**src/hdl/flash_cmd_defs.vh**
```
// Opcodes, phase lengths and timing counts of the serial flash command front end
`ifndef FLASH_CMD_DEFS_VH
`define FLASH_CMD_DEFS_VH
`define OP_READ 8'h03
`define OP_FAST_ARRAY_READ 8'h0B
`define OP_DUAL_OUT_READ 8'h3B
`define OP_DUAL_ADDR_DATA_READ 8'hBB
`define OP_QUAD_OUT_READ 8'h6B
`define OP_QUAD_ADDR_DATA_READ 8'hEB
`define OP_QUAD_WORD_READ 8'hE7
`define OP_PAGE_ERASE 8'h81
`define OP_SECTOR_ERASE 8'h20
`define OP_HALF_BLOCK_ERASE 8'h52
`define OP_BLOCK_ERASE 8'hD8
`define OP_CHIP_ERASE_A 8'h60
`define OP_CHIP_ERASE_B 8'hC7
`define OP_PAGE_PROGRAM 8'h02
`define OP_QUAD_PAGE_PROGRAM 8'h32
`define OP_SUSPEND 8'h75
`define OP_RESUME 8'h7A
`define OP_WRITE_LATCH_SET 8'h06
`define OP_WRITE_LATCH_CLEAR 8'h04
`define OP_VOLATILE_WRITE_ENABLE 8'h50
`define OP_SINGLE_BLOCK_LOCK 8'h36
`define OP_SINGLE_BLOCK_UNLOCK 8'h39
`define OP_LOCK_STATE_READ 8'h3D
`define OP_ALL_BLOCKS_LOCK 8'h7E
`define OP_ALL_BLOCKS_UNLOCK 8'h98
`define OP_SECURE_AREA_ERASE 8'h44
`define OP_SECURE_AREA_PROGRAM 8'h42
`define OP_SECURE_AREA_READ 8'h48
`define OP_STATUS_FIRST_READ 8'h05
`define OP_STATUS_SECOND_READ 8'h35
`define OP_CONFIG_READ 8'h15
`define OP_STATUS_WRITE 8'h01
`define OP_STATUS_SECOND_WRITE 8'h31
`define OP_CONFIG_WRITE 8'h11
`define OP_BUFFER_CLEAR 8'h9E
`define OP_BUFFER_LOAD 8'h9A
`define OP_BUFFER_READ 8'h9B
`define OP_BUFFER_WRITE 8'h9C
`define OP_BUFFER_COMMIT 8'h9D
`define OP_DEEP_SLEEP_ENTRY 8'hB9
`define OP_DEEP_SLEEP_EXIT_ID 8'hAB
`define OP_IDENTITY_READ 8'h9F
`define OP_MAKER_DEVICE_READ 8'h90
`define OP_MAKER_DEVICE_READ_X2 8'h92
`define OP_MAKER_DEVICE_READ_X4 8'h94
`define OP_UNIQUE_SERIAL_READ 8'h4B
`define OP_BURST_LENGTH_SET 8'h77
`define OP_PARAM_TABLE_READ 8'h5A
`define OP_FOUR_LINE_CMD_ENTRY 8'h38
`define OP_RELEASE_ENHANCED 8'hFF
`define OP_RESET_ARM 8'h66
`define OP_RESET 8'h99
`define ADDR_BYTES 2'h3
`define RESET_TIME_NS 30000
`define CLK_PERIOD_NS 25
`define RESET_CYCLES ((`RESET_TIME_NS + `CLK_PERIOD_NS - 1) / `CLK_PERIOD_NS)
`define CMD_REJECT 3'h7
`endif

```
**src/hdl/serial_flash_cmd_front_end.v**
```verilog
// Serial flash command front end: opcode decode, phase sequencing, hold pause
// Behaviour
// Hold starts on hold pin fall with chip select low, deferred until clock low
// Hold ends on hold pin rise, deferred until clock low
// Hold pauses only serial traffic; internal program or erase keeps running
// Data output is high impedance from hold pin fall until its rise
// Serial input ignored during hold until clock low and hold pin high
// Chip select rising during hold resets the interface logic
// In quad operation hold is disabled and the pin is a data line
// 03h takes three address bytes; 0Bh adds one dummy; both stream data
// 3Bh one dummy, dual data; BBh dual address, one or two dummies
// 6Bh one dummy; EBh three or five dummy cycles; E7h one; all stream
// Erase opcodes take three address bytes; chip erase takes none
// 02h and 32h take address then data; 32h data on four lines
// 75h suspends and 7Ah resumes program or erase, no address
// 06h sets, 04h clears write latch; 50h volatile status write enable
// 36h, 39h, 3Dh take an address; 7Eh and 98h take none
// 44h, 42h with data, 48h with one dummy each take an address
// 05h, 35h, 15h return one register byte with no address
// 01h takes two bytes or one on variant; 31h variant only; 11h one byte
// Buffer clear without address; load, read, write, commit take an address
// B9h enters deep sleep; ABh exits and returns an ID after address
// 9Fh returns three ID bytes; 90h, 92h, 94h return maker and device ID
// Also decode 4Bh, 77h, 5Ah, 38h and FFh
// Reset arm then reset; device busy for 30 us accepting no command
// Inputs sampled on clock rise, outputs shifted on clock fall
// Write class commands execute only when chip select rises on a byte boundary
// Quad commands only with quad enable bit set; hold pin then a data line
`default_nettype none
`include "flash_cmd_defs.vh"
module serial_flash_cmd_front_end #(
  parameter RESET_CYCLES = `RESET_CYCLES,
  parameter ORDER_VARIANT_D = 0,
  parameter EXTRA_DUMMY_2IO = 0,
  parameter EXTRA_DUMMY_4IO = 0
) (
  input wire clk_sys_i,
  input wire rst_b_i,
  input wire cs_b_i,
  input wire sclk_i,
  input wire [3:0] io_i,
  output reg [3:0] io_o,
  output reg [3:0] io_oe_o,
  input wire quad_enable_bit_i,
  input wire op_busy_i,
  input wire [7:0] rd_data_i,
  output reg [7:0] opcode_o,
  output reg [23:0] addr_o,
  output reg cmd_exec_o,
  output reg [7:0] wr_data_o,
  output reg wr_data_valid_o,
  output reg rd_data_req_o,
  output reg hold_active_o,
  output reg reset_busy_o,
  output reg write_latch_o,
  output reg deep_sleep_o
);
  localparam ST_IDLE = 3'h0;
  localparam ST_CMD = 3'h1;
  localparam ST_ADDR = 3'h2;
  localparam ST_DUMMY = 3'h3;
  localparam ST_DIN = 3'h4;
  localparam ST_DOUT = 3'h5;
  localparam ST_DONE = 3'h6;
  localparam ST_REJECT = `CMD_REJECT;
  // Decode: {valid, addr, dummy cycles(5), data dir(2: 0 none,1 in,2 out), lines(3)}
  function [11:0] decode;
    input [7:0] op;
    input qe;
    begin
      case (op)
        `OP_READ: decode = {1'b1, 1'b1, 5'd0, 2'd2, 3'd1};
        `OP_FAST_ARRAY_READ: decode = {1'b1, 1'b1, 5'd8, 2'd2, 3'd1};
        `OP_DUAL_OUT_READ: decode = {1'b1, 1'b1, 5'd8, 2'd2, 3'd2};
        `OP_DUAL_ADDR_DATA_READ: decode = {1'b1, 1'b1, EXTRA_DUMMY_2IO ? 5'd8 : 5'd4, 2'd2, 3'd2};
        `OP_QUAD_OUT_READ: decode = {qe, 1'b1, 5'd8, 2'd2, 3'd4};
        `OP_QUAD_ADDR_DATA_READ: decode = {qe, 1'b1, EXTRA_DUMMY_4IO ? 5'd5 : 5'd3, 2'd2, 3'd4};
        `OP_QUAD_WORD_READ: decode = {qe, 1'b1, 5'd2, 2'd2, 3'd4};
        `OP_PAGE_ERASE, `OP_SECTOR_ERASE, `OP_HALF_BLOCK_ERASE, `OP_BLOCK_ERASE,
        `OP_SINGLE_BLOCK_LOCK, `OP_SINGLE_BLOCK_UNLOCK, `OP_LOCK_STATE_READ,
        `OP_SECURE_AREA_ERASE, `OP_BUFFER_LOAD, `OP_BUFFER_COMMIT:
          decode = {1'b1, 1'b1, 5'd0, 2'd0, 3'd1};
        `OP_PAGE_PROGRAM, `OP_SECURE_AREA_PROGRAM, `OP_BUFFER_WRITE:
          decode = {1'b1, 1'b1, 5'd0, 2'd1, 3'd1};
        `OP_QUAD_PAGE_PROGRAM: decode = {qe, 1'b1, 5'd0, 2'd1, 3'd4};
        `OP_SECURE_AREA_READ, `OP_BUFFER_READ: decode = {1'b1, 1'b1, 5'd8, 2'd2, 3'd1};
        `OP_MAKER_DEVICE_READ, `OP_DEEP_SLEEP_EXIT_ID: decode = {1'b1, 1'b1, 5'd0, 2'd2, 3'd1};
        `OP_MAKER_DEVICE_READ_X2: decode = {1'b1, 1'b1, 5'd4, 2'd2, 3'd2};
        `OP_MAKER_DEVICE_READ_X4: decode = {qe, 1'b1, 5'd2, 2'd2, 3'd4};
        `OP_STATUS_FIRST_READ, `OP_STATUS_SECOND_READ, `OP_CONFIG_READ, `OP_IDENTITY_READ:
          decode = {1'b1, 1'b0, 5'd0, 2'd2, 3'd1};
        `OP_STATUS_WRITE, `OP_CONFIG_WRITE: decode = {1'b1, 1'b0, 5'd0, 2'd1, 3'd1};
        `OP_STATUS_SECOND_WRITE: decode = {ORDER_VARIANT_D != 0, 1'b0, 5'd0, 2'd1, 3'd1};
        `OP_UNIQUE_SERIAL_READ: decode = {1'b1, 1'b0, 5'd31, 2'd2, 3'd1};
        `OP_PARAM_TABLE_READ: decode = {1'b1, 1'b1, 5'd8, 2'd2, 3'd1};
        `OP_FOUR_LINE_CMD_ENTRY: decode = {qe, 1'b0, 5'd0, 2'd0, 3'd1};
        `OP_CHIP_ERASE_A, `OP_CHIP_ERASE_B, `OP_SUSPEND, `OP_RESUME, `OP_WRITE_LATCH_SET,
        `OP_WRITE_LATCH_CLEAR, `OP_VOLATILE_WRITE_ENABLE, `OP_ALL_BLOCKS_LOCK,
        `OP_ALL_BLOCKS_UNLOCK, `OP_BUFFER_CLEAR, `OP_DEEP_SLEEP_ENTRY, `OP_BURST_LENGTH_SET,
        `OP_RELEASE_ENHANCED, `OP_RESET_ARM, `OP_RESET:
          decode = {1'b1, 1'b0, 5'd0, 2'd0, 3'd1};
        default: decode = 12'h000;
      endcase
    end
  endfunction
  // Commands that must end exactly on a byte boundary
  function boundary_cmd;
    input [7:0] op;
    begin
      case (op)
        `OP_WRITE_LATCH_SET, `OP_WRITE_LATCH_CLEAR, `OP_STATUS_WRITE, `OP_PAGE_ERASE,
        `OP_SECTOR_ERASE, `OP_HALF_BLOCK_ERASE, `OP_BLOCK_ERASE, `OP_CHIP_ERASE_A,
        `OP_CHIP_ERASE_B, `OP_PAGE_PROGRAM, `OP_QUAD_PAGE_PROGRAM, `OP_DEEP_SLEEP_ENTRY,
        `OP_SECURE_AREA_ERASE, `OP_SECURE_AREA_PROGRAM, `OP_SUSPEND, `OP_RESUME,
        `OP_RESET_ARM, `OP_RESET: boundary_cmd = 1'b1;
        default: boundary_cmd = 1'b0;
      endcase
    end
  endfunction
  // Two-flop synchronisers for the pins
  reg [6:0] sync_a;
  reg [6:0] sync_b;
  reg sclk_prev;
  reg hold_pin_prev;
  always @(posedge clk_sys_i or negedge rst_b_i) begin
    if (!rst_b_i) begin
      sync_a <= 7'h5e;
      sync_b <= 7'h5e;
      sclk_prev <= 1'b0;
      hold_pin_prev <= 1'b1;
    end else begin
      sync_a <= {cs_b_i, sclk_i, io_i, quad_enable_bit_i};
      sync_b <= sync_a;
      sclk_prev <= sync_b[5];
      hold_pin_prev <= sync_b[4];
    end
  end
  wire cs_b_s = sync_b[6];
  wire sclk_s = sync_b[5];
  wire [3:0] io_s = sync_b[4:1];
  wire qe_s = sync_b[0];
  wire sclk_rise = sclk_s && !sclk_prev;
  wire sclk_fall = !sclk_s && sclk_prev;
  reg [2:0] state;
  reg [2:0] lines;
  reg [1:0] dir;
  reg [4:0] dummy_left;
  reg [4:0] bit_cnt;
  reg [1:0] addr_left;
  reg [7:0] shreg;
  reg [7:0] out_sh;
  reg hold;
  reg hold_arm;
  reg rst_armed;
  reg [15:0] rst_cnt;
  reg [11:0] dec;
  reg [7:0] next_shreg;
  wire hold_en = !qe_s && !(lines == 3'd4 && state != ST_CMD);
  wire cs_active = !cs_b_s && !reset_busy_o;
  wire [11:0] op_dec = decode(opcode_o, qe_s);
  wire [7:0] out_byte = bit_cnt == 5'd0 ? rd_data_i : out_sh;
  always @* begin
    case (lines)
      3'd2: next_shreg = {shreg[5:0], io_s[1:0]};
      3'd4: next_shreg = {shreg[3:0], io_s};
      default: next_shreg = {shreg[6:0], io_s[0]};
    endcase
    dec = decode(next_shreg, qe_s);
  end
  always @(posedge clk_sys_i or negedge rst_b_i) begin
    if (!rst_b_i) begin
      state <= ST_IDLE;
      lines <= 3'd1;
      dir <= 2'd0;
      dummy_left <= 5'd0;
      bit_cnt <= 5'd0;
      addr_left <= 2'd0;
      shreg <= 8'h00;
      out_sh <= 8'h00;
      hold <= 1'b0;
      hold_arm <= 1'b0;
      rst_armed <= 1'b0;
      rst_cnt <= 16'h0000;
      io_o <= 4'h0;
      io_oe_o <= 4'h0;
      opcode_o <= 8'h00;
      addr_o <= 24'h00_0000;
      cmd_exec_o <= 1'b0;
      wr_data_o <= 8'h00;
      wr_data_valid_o <= 1'b0;
      rd_data_req_o <= 1'b0;
      hold_active_o <= 1'b0;
      reset_busy_o <= 1'b0;
      write_latch_o <= 1'b0;
      deep_sleep_o <= 1'b0;
    end else begin
      cmd_exec_o <= 1'b0;
      wr_data_valid_o <= 1'b0;
      rd_data_req_o <= 1'b0;
      hold_active_o <= hold;
      if (reset_busy_o) begin
        if (rst_cnt == 16'h0001)
          reset_busy_o <= 1'b0;
        rst_cnt <= rst_cnt - 16'h0001;
      end
      // Hold: request on pin fall, takes effect with clock low
      if (!hold_en || cs_b_s) begin
        hold_arm <= 1'b0;
      end else if (!io_s[3] && hold_pin_prev) begin
        hold_arm <= 1'b1;
      end else if (io_s[3] && !hold_pin_prev) begin
        hold_arm <= 1'b0;
      end
      if (!hold_en) begin
        hold <= 1'b0;
      end else if (!hold && (hold_arm || (!io_s[3] && hold_pin_prev)) && !sclk_s && !cs_b_s) begin
        hold <= 1'b1;
        io_oe_o <= 4'h0;
      end else if (hold && io_s[3] && !sclk_s) begin
        hold <= 1'b0;
      end
      if (cs_b_s) begin
        // Chip select high ends the frame; write class needs a whole byte
        if (state == ST_DONE || ((state == ST_DIN || state == ST_CMD) && bit_cnt == 5'd0
            && state != ST_CMD) || (state == ST_DIN && bit_cnt == 5'd0)) begin
          if (!hold && (!boundary_cmd(opcode_o) || bit_cnt == 5'd0)) begin
            cmd_exec_o <= 1'b1;
            case (opcode_o)
              `OP_WRITE_LATCH_SET: write_latch_o <= 1'b1;
              `OP_WRITE_LATCH_CLEAR: write_latch_o <= 1'b0;
              `OP_DEEP_SLEEP_ENTRY: deep_sleep_o <= 1'b1;
              `OP_RESET: begin
                if (rst_armed) begin
                  reset_busy_o <= 1'b1;
                  rst_cnt <= RESET_CYCLES[15:0];
                  write_latch_o <= 1'b0;
                end
              end
              default: ;
            endcase
            rst_armed <= opcode_o == `OP_RESET_ARM;
          end
        end
        state <= ST_IDLE;
        hold <= 1'b0;
        io_oe_o <= 4'h0;
        lines <= 3'd1;
        bit_cnt <= 5'd0;
      end else if (state == ST_IDLE) begin
        // Busy with a reset: sit out the whole frame
        state <= cs_active ? ST_CMD : ST_REJECT;
        bit_cnt <= 5'd0;
      end else if (sclk_rise && !hold && (!hold_pin_prev ? 1'b0 : 1'b1) || (sclk_rise && !hold_en)) begin
        // Bits taken on clock rise
        shreg <= next_shreg;
        bit_cnt <= bit_cnt + {2'b00, lines};
        case (state)
          ST_CMD: if (bit_cnt == 5'd7) begin
            bit_cnt <= 5'd0;
            opcode_o <= next_shreg;
            if (opcode_o != `OP_RESET_ARM || next_shreg != `OP_RESET)
              rst_armed <= rst_armed && next_shreg == `OP_RESET;
            if (!dec[11] || (deep_sleep_o && next_shreg != `OP_DEEP_SLEEP_EXIT_ID)) begin
              state <= ST_REJECT; // Unknown or disabled opcode: standby until next frame
              opcode_o <= 8'h00;
            end else begin
              if (next_shreg == `OP_DEEP_SLEEP_EXIT_ID)
                deep_sleep_o <= 1'b0;
              dir <= dec[4:3];
              dummy_left <= dec[9:5];
              addr_left <= `ADDR_BYTES;
              lines <= (next_shreg == `OP_DUAL_ADDR_DATA_READ || next_shreg == `OP_QUAD_ADDR_DATA_READ ||
                next_shreg == `OP_QUAD_WORD_READ) ? dec[2:0] : 3'd1;
              state <= dec[10] ? ST_ADDR : (dec[4:3] == 2'd2 ? ST_DOUT : (dec[4:3] == 2'd1 ? ST_DIN : ST_DONE));
              if (dec[4:3] == 2'd2 && !dec[10]) begin
                lines <= dec[2:0];
                state <= dec[9:5] != 5'd0 ? ST_DUMMY : ST_DOUT;
              end
            end
          end
          ST_ADDR: if (bit_cnt + {2'b00, lines} >= 5'd8) begin
            bit_cnt <= 5'd0;
            addr_o <= {addr_o[15:0], next_shreg};
            addr_left <= addr_left - 2'd1;
            if (addr_left == 2'd1) begin
              lines <= (opcode_o == `OP_QUAD_PAGE_PROGRAM || dir == 2'd2) ? op_dec[2:0] : 3'd1;
              state <= dummy_left != 5'd0 ? ST_DUMMY : (dir == 2'd2 ? ST_DOUT : (dir == 2'd1 ? ST_DIN : ST_DONE));
            end
          end
          ST_DUMMY: begin
            bit_cnt <= 5'd0;
            dummy_left <= dummy_left - 5'd1;
            if (dummy_left == 5'd1)
              state <= ST_DOUT;
          end
          ST_DIN: if (bit_cnt + {2'b00, lines} >= 5'd8) begin
            bit_cnt <= 5'd0;
            wr_data_o <= next_shreg;
            wr_data_valid_o <= 1'b1;
          end
          ST_DOUT: bit_cnt <= bit_cnt; // Output side counts bits on the fall
          default: ;
        endcase
      end else if (sclk_fall && !hold && !hold_arm && state == ST_DOUT) begin
        // Output shifted on clock fall
        if (bit_cnt == 5'd0) begin
          out_sh <= rd_data_i;
          rd_data_req_o <= 1'b1;
        end
        io_oe_o <= lines == 3'd4 ? 4'hf : (lines == 3'd2 ? 4'h3 : 4'h2);
        case (lines)
          3'd4: begin
            io_o <= bit_cnt == 5'd0 ? rd_data_i[7:4] : out_sh[3:0];
            bit_cnt <= bit_cnt == 5'd4 ? 5'd0 : 5'd4;
          end
          3'd2: begin
            io_o <= {2'b00, out_byte[3'd7 - bit_cnt[2:0]], out_byte[3'd6 - bit_cnt[2:0]]};
            bit_cnt <= bit_cnt == 5'd6 ? 5'd0 : bit_cnt + 5'd2;
          end
          default: begin
            io_o <= {2'b00, (bit_cnt == 5'd0 ? rd_data_i[7] : out_sh[3'd7 - bit_cnt[2:0]]), 1'b0};
            bit_cnt <= bit_cnt == 5'd7 ? 5'd0 : bit_cnt + 5'd1;
          end
        endcase
      end
      if (hold_en && !cs_b_s && !io_s[3] && (hold || hold_arm || hold_pin_prev))
        io_oe_o <= 4'h0;
    end
  end
endmodule // serial_flash_cmd_front_end
`default_nettype wire

```
**config.mk**
```make
export PLATFORM = sky130hd
export DESIGN_NAME = serial_flash_cmd_front_end
export DESIGN_NICKNAME = d
export VERILOG_FILES = /design/src/hdl/serial_flash_cmd_front_end.v
export VERILOG_INCLUDE_DIRS = /design/src /design/src/hdl
export SDC_FILE = /design/constraint.sdc
export NUM_CORES = 1
export LEC_CHECK = 0
export ABC_AREA = 0
export ABC_CLOCK_PERIOD_IN_PS = 3200
export BUFFER_PORTS_ARGS = -buffer_cell sky130_fd_sc_hd__buf_2
export CAP_MARGIN = 20
export CORE_UTILIZATION = 30
export CTS_BUF_LIST = sky130_fd_sc_hd__clkbuf_8
export CTS_CLUSTER_DIAMETER = 80
export DETAILED_ROUTE_END_ITERATION = 8
export GPL_ROUTABILITY_DRIVEN = 0
export GPL_TIMING_DRIVEN = 1
export PLACE_DENSITY = 0.49
export SETUP_SLACK_MARGIN = 0.5
export SLEW_MARGIN = 20
export SYNTH_ARGS = -nofsm -noshare
export SYNTH_HDL_FRONTEND = slang
export SYNTH_SLANG_ARGS = --single-unit
```
**constraint.sdc**
```tcl
create_clock -name clk_sys_i -period 3.2 [get_ports clk_sys_i]
set_input_delay 0.16 -clock clk_sys_i [delete_from_list [all_inputs] [get_ports clk_sys_i]]
set_output_delay 0.16 -clock clk_sys_i [all_outputs]
set_load 0.05 [all_outputs]
```
# == Yosys cells after proc, flatten, opt, wreduce, memory -nomap -nowiden ==
# Index checks and enable logic that the tools add are counted.
# totals
reg_bits,125
latchBits,0
mem_bits_rw,0
romBits,0
inputBits,18
output_inout_bits,55
wordCells,422
mem_count,0
# classes
add_sub_neg,8
multipliers,0
div,0
n_lt_le_gt_ge,3
eq_ne,145
shifts,0
muxes,127
bitwise,4
reduce_logical,107
# ops
op,count
8-bit equality test (second input constant),40
8-bit by 7-bit equality test with 1-bit output (second input constant),28
12-bit case mux with 16 select lines,1
8-bit by 6-bit equality test with 1-bit output (second input constant),18
16-bit two-way mux,6
3-bit two-way mux,24
1-bit two-way mux,55
5-bit two-way mux,10
8-bit by 3-bit equality test with 1-bit output (second input constant),6
3-bit case mux with 16 select lines,1
4-bit two-way mux,9
8-bit by 2-bit equality test with 1-bit output (second input constant),4
8-bit by 5-bit equality test with 1-bit output (second input constant),4
15-bit OR reduction,2
1-bit logical AND,28
7-bit AND reduction,3
5-bit case mux with 2 select lines,2
5-bit case mux with 4 select lines,1
5-bit AND reduction,4
10-bit OR reduction,2
6-bit AND reduction,3
18-bit OR reduction,1
16-bit by 1-bit equality test with 1-bit output (second input constant),1
8-bit by 1-bit equality test with 1-bit output (second input constant),2
other kinds (51),139

# == Longest topological paths before layout ==
# Gate-level depths: netlist (run 1).
# depth
word_depth,16
depth_mapped,17
ltp_nobuf,13

# == Worst setup path before layout (run 1) ==
# OpenSTA, ideal clock, no wires.
# synth_timing
kind,reg-to-reg
startpoint,reg lines[1]
endpoint,reg lines[0]
setup_ns,0.089
t_arrival_ns,3.372
required_ns,3.111
setup_slack_ns,-0.261
path_stages_with_launch,16
n_path_buf,3
synth_period_minus_slack_ns,3.461
path_cell_list,dfrtp_1 -> buf_4 -> or3b_1 -> buf_6 -> o221a_2 -> buf_6 -> nor2_1 -> nand4_1 -> o22ai_1 -> nor4_4 -> nand2_1 -> ha_1 -> a41o_1 -> or4b_1 -> a2111oi_2 -> a21oi_1
# synth_via
elab_chain_len,14
word_cells_on_any_way,94
cone_classes,1 x add/sub; 1 x order compare; 58 x eq/ne; 10 x mux; 24 x reduce/logical
# synth_rtl
element,line_no,source
start: declaration,serial_flash_cmd_front_end.v:145,reg [2:0] lines;
start signal: assignment,serial_flash_cmd_front_end.v:272,lines <= (next_shreg == `OP_DUAL_ADDR_DATA_READ || next_shreg == `OP_QUAD_ADDR_DATA_READ ||
start signal: assignment,serial_flash_cmd_front_end.v:276,lines <= dec[2:0];
start signal: assignment,serial_flash_cmd_front_end.v:286,lines <= (opcode_o == `OP_QUAD_PAGE_PROGRAM || dir == 2'd2) ? op_dec[2:0] : 3'd1;
3-bit equality test / 3-bit by 2-bit equality test with 1-bit output (equally long branches),serial_flash_cmd_front_end.v:163,case (lines)
8-bit case mux with 2 select lines *,serial_flash_cmd_front_end.v:163,
"8-bit equality test, or another cell as far along",serial_flash_cmd_front_end.v:71,case (op)
"15-bit OR reduction, or another cell as far along",serial_flash_cmd_front_end.v:71,
12-bit case mux with 16 select lines *,serial_flash_cmd_front_end.v:71,
named net dec[4],serial_flash_cmd_front_end.v:156,reg [11:0] dec;
2-bit equality test *,serial_flash_cmd_front_end.v:275,if (dec[4:3] == 2'd2 && !dec[10]) begin
1-bit logical AND *,serial_flash_cmd_front_end.v:275,
3-bit two-way mux *,serial_flash_cmd_front_end.v:275,
3-bit two-way mux *,serial_flash_cmd_front_end.v:263,if (!dec[11] || (deep_sleep_o && next_shreg != `OP_DEEP_SLEEP_EXIT_ID)) begin
3-bit two-way mux *,serial_flash_cmd_front_end.v:258,ST_CMD: if (bit_cnt == 5'd7) begin
3-bit case mux with 2 select lines *,serial_flash_cmd_front_end.v:257,case (state)
3-bit two-way mux *,serial_flash_cmd_front_end.v:253,end else if (sclk_rise && !hold && (!hold_pin_prev ? 1'b0 : 1'b1) || (sclk_rise && !hold_en)) begin
3-bit two-way mux *,serial_flash_cmd_front_end.v:249,end else if (state == ST_IDLE) begin
3-bit two-way mux *,serial_flash_cmd_front_end.v:222,if (cs_b_s) begin
# Mark *: on every way through the listed nets, which the timed path passes. The rest lies on a longest branch. The select of a mux whose other input is x is not followed.
# A chain may end at the register's enable or synchronous reset.

# == Worst setup path in the final report (run 1) ==
# Ends and elaborated chain as after synthesis.

==> results of run 1 <==
## cell families after synthesis
logic type / after synthesis / synth area share
buffers and inverters: 72 / 0.0490
and+or+nand+nor: 347 / 0.235
muxes: 41 / 0.0659
AOI/OAI and AO/OA: 220 / 0.188
adders and majority gates: 16 / 0.0270
xor gates and xnor gates: 23 / 0.0262
DFF: 125 / 0.409
## worst paths after layout
kind | endpoint | slack, ns | cells after the start
max in group asynchronous | sync_b[6] | 2.10 | 3
max reg2reg | lines[0] | -0.22 | 15
max | lines[0] | -0.22 | 15
min reg2reg | sync_b[1] | 0.36 | 0
min | rst_cnt[12] | 0.30 | 2
min in group clk_sys_i | sync_a[3] | 0.34 | 2
## cells in the mapped netlist (all sizes together) (4+ instances only)
master  count  area share
a21o        6      0.0059
nand4      12       0.011
nor2       79       0.041
mux4        5       0.015
buf        22       0.025
nor3b       5      0.0062
nor2b      17       0.014
mux2       27       0.040
and3       10      0.0081
a22o        4      0.0047
o21ai      76       0.050
o221ai      5       0.011
dfstp      12       0.041
xnor2      16       0.018
or3         7      0.0057
nand2b     15       0.012
and2       11      0.0093
a21boi      6      0.0059
nand3      18       0.012
nand3b      4      0.0039
a21oi      44       0.029
a211oi      9      0.0088
or2         5      0.0041
a22oi       4      0.0039
a31oi      15       0.012
nand2      99       0.049
xor2        7      0.0080
inv        17      0.0083
ha         15       0.024
dfrtp     113        0.37
nor4b       6      0.0076
clkbuf     32       0.016
nor4       16       0.015
o211ai      4      0.0039
o32ai       8      0.0091
mux2i       9       0.012
o22ai       5      0.0041
nor3       28       0.019
## metrics by stage
step / TNS [ns] / hold slack (ns) / utilization / power, mW / std cells
after global routing: -4.84 / 0.325 / 0.442 / 7.12 / 1432
after CTS: -1.57 / 0.315 / 0.417 / 6.33 / 1400
after global placement: -5.94 / 0.252 / 0.369 / 4.34 / 1322
after floorplan: -0.294 / -0.136 / - / 3.40 / 844
after detailed placement: -5.36 / 0.259 / 0.369 / 4.31 / 1322
final: -2.21 / 0.298 / 0.442 / 6.78 / 1432
## cell type report
class	instances	area, um^2	share of cell area
tap	330	413	0.0371
timing repair buffer	280	2210	0.198
multi-input combinational	647	4830	0.433
inverter	18	67.6	0.00607
clock inverter	15	234	0.0210
clock buffer	17	234	0.0210
sequential	125	3150	0.283
## registers in the layout, summed over array words and instances (netlist names), 3 cells and up
name	cells
addr_o	24
rst_cnt	16
opcode_o	8
out_sh	8
wr_data_o	8
shreg	7
sync_a	7
sync_b	7
bit_cnt	5
dummy_left	5
io_o	4
io_oe_o	4
lines	3
state	3
## power by group through the flow
stage	Sequential [mW]	Combinational, mW	Clock, mW
after floorplan	2.01	1.39	0
after global routing	1.90	3.43	1.79
after CTS	1.88	2.72	1.72
after detailed placement	1.92	2.39	0
final	1.88	3.22	1.68
after global placement	1.92	2.42	0
## what timing repair did
action                                  4_1_cts  5_1_grt
buffers inserted                             27       27
resized for setup                            76       96
gates cloned                                  3        5
endpoints found under the hold margin        89        0
endpoints found under the setup margin       56       70
hold buffers                                 16        0
pin swaps                                    27       30
## worst register-to-register path, stage by stage (launching register included)
cell and delay [ns]:
dfrtp_2 0.46, buf_6 0.15, or3b_4 0.40, a21boi_4 0.18, nor2_4 0.09, buf_8 0.14, nor3_1 0.22, a32o_2 0.23
and2_4 0.17, nor4_4 0.05, nand2_2 0.11, ha_4 0.14, a41o_1 0.16, or4b_4 0.48, a2111oi_4 0.29, a21oi_1 0.08
## routing by layer
layer | part of all wire | track usage | routed length [um] | vias to the layer above
met5 | 0 | 0 | 0 | -
met4 | 0.027 | 0.0622 | 659 | 0
met3 | 0.041 | 0.0322 | 1010 | 52
met2 | 0.46 | 0.296 | 11400 | 213
met1 | 0.47 | 0.256 | 11700 | 3643
li1 | - | - | - | 3578
==> impl_metrics.py, run 1 <==
metrics = {
    "timing": {
        "fin_ws_ns": -0.218,
        "period_needed_ns": 3.42,
        "fmax_mhz": 293,
        "hold_violations": 0,
        "worstMarginPinSlew_ns": 1.00,
        "fin_crit_sh": 1.07,
        "rsz0062_at_grt": "true",
        "setup_viol": 22,
        "relSlewSlack": 0.326,
        "finClkSkew_ns": 0.0144,
        "drv_slew": 0,
    },
    "final_layout": {
        "area_delta_synth_final_pct": 44.8,
        "diodes": 0,
        "final_common_cell": "buf_4",
        "final_cell_mix": "156 x buf_4, 105 x dfrtp_1, 87 x nand2_1, 74 x buf_2, 66 x nor2_1",
        "fillers": 2402,
        "final_area_um2": 11100,
        "nets": 1123,
        "layout-drive-gt1-share": 0.436,
    },
    "place": {
        "dp_slack_ns": -0.441,
        "dp_hpwl_um": 17100,
        "placed_cell_area_um2": 9290,
        "port_buffers": 71,
    },
    "min_path": {
        "hold_path.class": "in2async",
    },
    "power": {
        "pwr-share-seq": 0.277,
        "p_leak_nw": 4.97,
        "p_int_mw": 4.13,
        "p_per_area_nw_per_um2": 609,
        "clkPwrFrac": 0.248,
        "vdd_drop_max_uv": 254,
        "switching_share": 0.390,
        "switching_power_mw": 2.64,
        "combinationalPowerShare": 0.475,
    },
    "critical_path": {
        "startpoint": "lines[1]",
        "cp.arrival_ns": 3.80,
        "path_cells": "buf_6 -> or3b_4 -> a21boi_4 -> nor2_4 -> buf_8 -> nor3_1 -> a32o_2 -> and2_4 -> nor4_4 -> nand2_2 -> ha_4 -> a41o_1 -> or4b_4 -> a2111oi_4 -> a21oi_1",
        "start_kind": "flop",
        "critPathBufInv": 2,
        "path_delay_family": "simple AND/OR/NAND/NOR gates",
        "reg2reg_from": "lines[1]",
        "end_kind": "flop",
        "max_stage_delay_ns": 0.48,
        "critPathSlowestCell": "or4b_4",
        "required_ns": 3.58,
        "cp_max_fo": 6,
        "crit_type": "reg2reg",
    },
    "status": {
        "status": "finished with violations",
        "violations": "setup timing",
    },
    "logic_synthesis": {
        "synth_edf_count": 0,
        "avgSynthCellArea_um2": 9.11,
        "syn-instance-count": 844,
        "syn_area_um2": 7690,
        "synth-seq-cells": 125,
        "synth_nets": 878,
        "ys_warn_count": 0,
        "yosysUniqueCellTypes": 88,
        "ys.flop_type": "dfrtp_1",
        "synthArstFlopShare": 1.00,
        "yosysSeqAreaShare": 0.409,
    },
    "floorplan": {
        "io_pins": 73,
        "start_util": 0.305,
        "core_area_um2": 25200,
        "dieHeight_um": 162,
        "die-area_um2": 26300,
        "fp.dieW_um": 162,
        "fp-row-count": 58,
    },
    "grt": {
        "grt_pass1_wl_um": 38600,
        "grt_pass1_vias": 7127,
        "grt_overflow_total": 0,
        "grtUsageTotal": 0.187,
        "antenna_found_initial": 1,
        "grt_max_degree": 78,
    },
    "routing": {
        "dr.pass1.iters": 5,
        "wirelength_um": 24800,
        "drtIter0Drc": 493,
        "wl_per_cell_um": 17.3,
        "via_count": 7486,
        "drc": 0,
        "via_per_inst": 5.23,
        "ant_nets": 0,
    },
    "flow_run": {
        "max_cap_viol_count": 0,
    },
    "clocking": {
        "clk_pin_slew_worst_paths_ns": 0.09,
        "tritoncts.num_buffers": 17,
        "root_buffer": "clkbuf_8",
        "cts.sinks": 125,
        "insertion_delay_ns": 0.46,
        "clockBufferDepth": 2,
        "cts_max_level": 4,
        "cts_tree": "yes",
    },
}
(Power assumes the default switching activity.)
==> run 2: changes to the inputs <==
- ABC_AREA: 0 -> 1
==> impl_metrics.py, run 2 <==
metrics = {
    "status": {
        "status": "completed",
    },
    "critical_path": {
        "start_kind": "flop",
        "path_cells": "inv_2 -> buf_6 -> nand4_1 -> nand2_2 -> nor2_4 -> buf_4 -> nor2_2 -> nand2_1 -> o21ai_4 -> or2_4 -> nor3_4 -> inv_2 -> ha_4 -> inv_2 -> nand4_1 -> nand2_1 -> nand2_1 -> nand2_1 -> nand2_1 -> nand2_1 -> nand2_1",
        "path_delay_family": "simple AND/OR/NAND/NOR gates",
        "critPathBufInv": 5,
        "cp.arrival_ns": 3.12,
        "rr_worst_depth": 21,
        "reg2reg_from": "lines[0]",
        "reg2reg_to": "state[1]",
        "startpoint": "lines[0]",
        "required_ns": 3.54,
        "max_stage_delay_ns": 0.58,
        "cp.depth": 21,
        "crit_top_cell": "nand2_1",
        "cp_max_fo": 6,
        "end_kind": "flop",
        "cp-endpoint": "state[1]",
        "crit_type": "reg2reg",
        "critPathSlowestCell": "dfstp_2",
        "reg2reg_slack_ns": 0.41,
    },
    "grt": {
        "grt_overflow_total": 0,
        "grtUsageTotal": 0.180,
        "antenna_found_initial": 0,
        "grt_max_degree": 78,
        "grt_pass1_vias": 7412,
        "grt_pass1_wl_um": 37600,
    },
    "final_layout": {
        "nets": 1241,
        "seqCellArea_um2": 3140,
        "diodes": 0,
        "top_regs": "addr_o (24), rst_cnt (16)",
        "final_common_cell": "nand2_1",
        "final_cell_mix": "227 x nand2_1, 131 x inv_1, 112 x dfrtp_1, 107 x nor2_1, 92 x o21ai_0",
        "fin_cells": 1544,
        "largest_reg_flops": 24,
        "fillers": 2596,
        "final_area_um2": 9800,
        "layout-drive-gt1-share": 0.261,
        "area_delta_synth_final_pct": 29.1,
        "multi_input_area_um2": 4240,
        "top_register": "addr_o",
    },
    "timing": {
        "rsz0062_at_grt": "true",
        "hold_violations": 0,
        "worstMarginPinSlew_ns": 0.738,
        "setup_viol": 0,
        "final.setup.tns_ns": 0,
        "hold_slack_ns": 0.0546,
        "relSlewSlack": 0.508,
        "fmax_mhz": 359,
        "period_needed_ns": 2.79,
        "finClkSkew_ns": 0.0148,
        "fin_crit_sh": 0.871,
        "drv_slew": 0,
    },
    "logic_synthesis": {
        "syn-instance-count": 1048,
        "yosysUniqueCellTypes": 49,
        "yosys.area.top_type": "dfrtp_1",
        "netlist.area_leader.share": 0.373,
        "ys.flop_type": "dfrtp_1",
        "synth-seq-cells": 125,
        "avgSynthCellArea_um2": 7.24,
        "synth_nets": 1082,
        "synth_most_common_cell": "nand2_1",
        "synthArstFlopShare": 1.00,
        "synth_edf_count": 0,
        "synthTopCellsByCount": "251 x nand2_1, 140 x inv_1, 128 x nor2_1",
        "syn_area_um2": 7590,
        "synth_area_leaders": "dfrtp_1 37%, nand2_1 12%, inv_1 6.9%",
        "ys_warn_count": 0,
        "yosysSeqAreaShare": 0.414,
    },
    "flow_run": {
        "max_cap_viol_count": 0,
    },
    "clocking": {
        "clockBufferDepth": 2,
        "cts.sinks": 125,
        "clk_pin_slew_worst_paths_ns": 0.09,
        "tritoncts.num_buffers": 17,
        "root_buffer": "clkbuf_8",
        "cts_max_level": 4,
        "cts_tree": "yes",
        "insertion_delay_ns": 0.45,
    },
    "floorplan": {
        "die-area_um2": 25900,
        "core_area_um2": 24500,
        "dieHeight_um": 161,
        "start_util": 0.309,
        "io_pins": 73,
        "fp.dieW_um": 161,
        "fp-row-count": 57,
    },
    "routing": {
        "via_count": 7593,
        "via_per_inst": 4.92,
        "drc": 0,
        "dr.pass1.iters": 5,
        "drtIter0Drc": 464,
        "wirelength_um": 22700,
        "ant_nets": 0,
        "wl_per_cell_um": 14.7,
    },
    "min_path": {
        "hold_path.class": "in2reg",
    },
    "place": {
        "dp_hpwl_um": 16300,
        "placed_cells": 1462,
        "port_buffers": 71,
        "placed_cell_area_um2": 8570,
    },
    "power": {
        "vdd_drop_max_uv": 276,
        "p_leak_nw": 4.93,
        "p_per_area_nw_per_um2": 687,
    },
}
## run 2: cell count changes in the layout (fill, tap and decap cells not counted), moves of 14 or more
cell	delta
nor2_4	+14
buf_4	-85
nor2_1	+41
nand3_1	+43
nand2_1	+140
nand2b_1	-14
inv_1	+115
o21ai_0	+39
mux2_2	-25
nor2b_1	-15
## run 2: worst min path at each step
stage / startpoint / to / slack, ns / cells past startpoint
finish: rd_data_i[1] / out_sh[1] / 0.05 / 5
global route: rd_data_i[0] / out_sh[0] / 0.05 / 5
CTS: rd_data_i[1] / out_sh[1] / 0.03 / 5
detailed placement: rst_b_i / wr_data_valid_o / 0.26 / 1
global placement: rst_b_i / wr_data_o[3] / 0.25 / 1
floorplan: rst_b_i / addr_left[0] / -0.14 / 0
## run 2: logic make-up (layout without fill, tap and decap cells)
logic type / after synthesis / in the layout / share of synthesized area
fa+ha+maj: 16 / 16 / 0.0274
buf+inv: 165 / 336 / 0.0851
compound gates: 188 / 188 / 0.142
xor+xnor: 11 / 11 / 0.0127
simple gates: 543 / 544 / 0.318
flops: 125 / 125 / 0.414
## run 2: metal layers
layer	track usage	vias up	share of wire
met3	0.0282	31	0.037
met2	0.293	166	0.47
met1	0.249	3637	0.48
met4	0.0485	0	0.017
li1	-	3759	-
met5	0	-	0
## run 2: cell type report
type | instances | share of cell area
clock buffer | 18 | 0.0253
clock inverter | 14 | 0.0138
inverter | 144 | 0.0556
multi-input combinational | 759 | 0.432
sequential | 125 | 0.321
tap | 324 | 0.0414
timing repair buffer | 158 | 0.109
timing repair inverter | 2 | 0.00153
## run 2: where the power goes
part / internal (mW) / total, mW / switching, mW / leakage [nW]
Clock: 0.648 / 1.40 / 0.750 / 0.177
Sequential: 1.78 / 1.97 / 0.188 / 1.64
Combinational: 1.26 / 3.37 / 2.11 / 3.11
Total: 3.68 / 6.74 / 3.05 / 4.93
## run 2: metrics by stage
stage / utilization / setup slack (ns) / power (mW)
floorplan: - / 0.458 / 3.82
global placement: 0.349 / 0.181 / 4.66
detailed placement: 0.349 / 0.137 / 4.65
CTS: 0.383 / 0.399 / 6.45
global route: 0.399 / 0.198 / 7.24
finish: 0.399 / 0.411 / 6.74
## run 2: what timing repair did
item                       in CTS  in global routing
hold endpoints to repair       71                  0
hold buffers                    8                  0
cloned                          2                  1
gates resized for setup        65                 62
pin swaps                      24                 24
setup endpoints to repair      39                 49
buffers inserted               17                 22
## run 2: worst reg2reg max path, stage by stage (launching register included)
cell and delay, ns:
dfstp_2 0.58, inv_2 0.07, buf_6 0.13, nand4_1 0.11
nand2_2 0.08, nor2_4 0.18, buf_4 0.17, nor2_2 0.05
nand2_1 0.13, o21ai_4 0.08, or2_4 0.26, nor3_4 0.13
inv_2 0.06, ha_4 0.21, inv_2 0.04, nand4_1 0.08
nand2_1 0.07, nand2_1 0.05, nand2_1 0.06, nand2_1 0.05
nand2_1 0.05, nand2_1 0.05
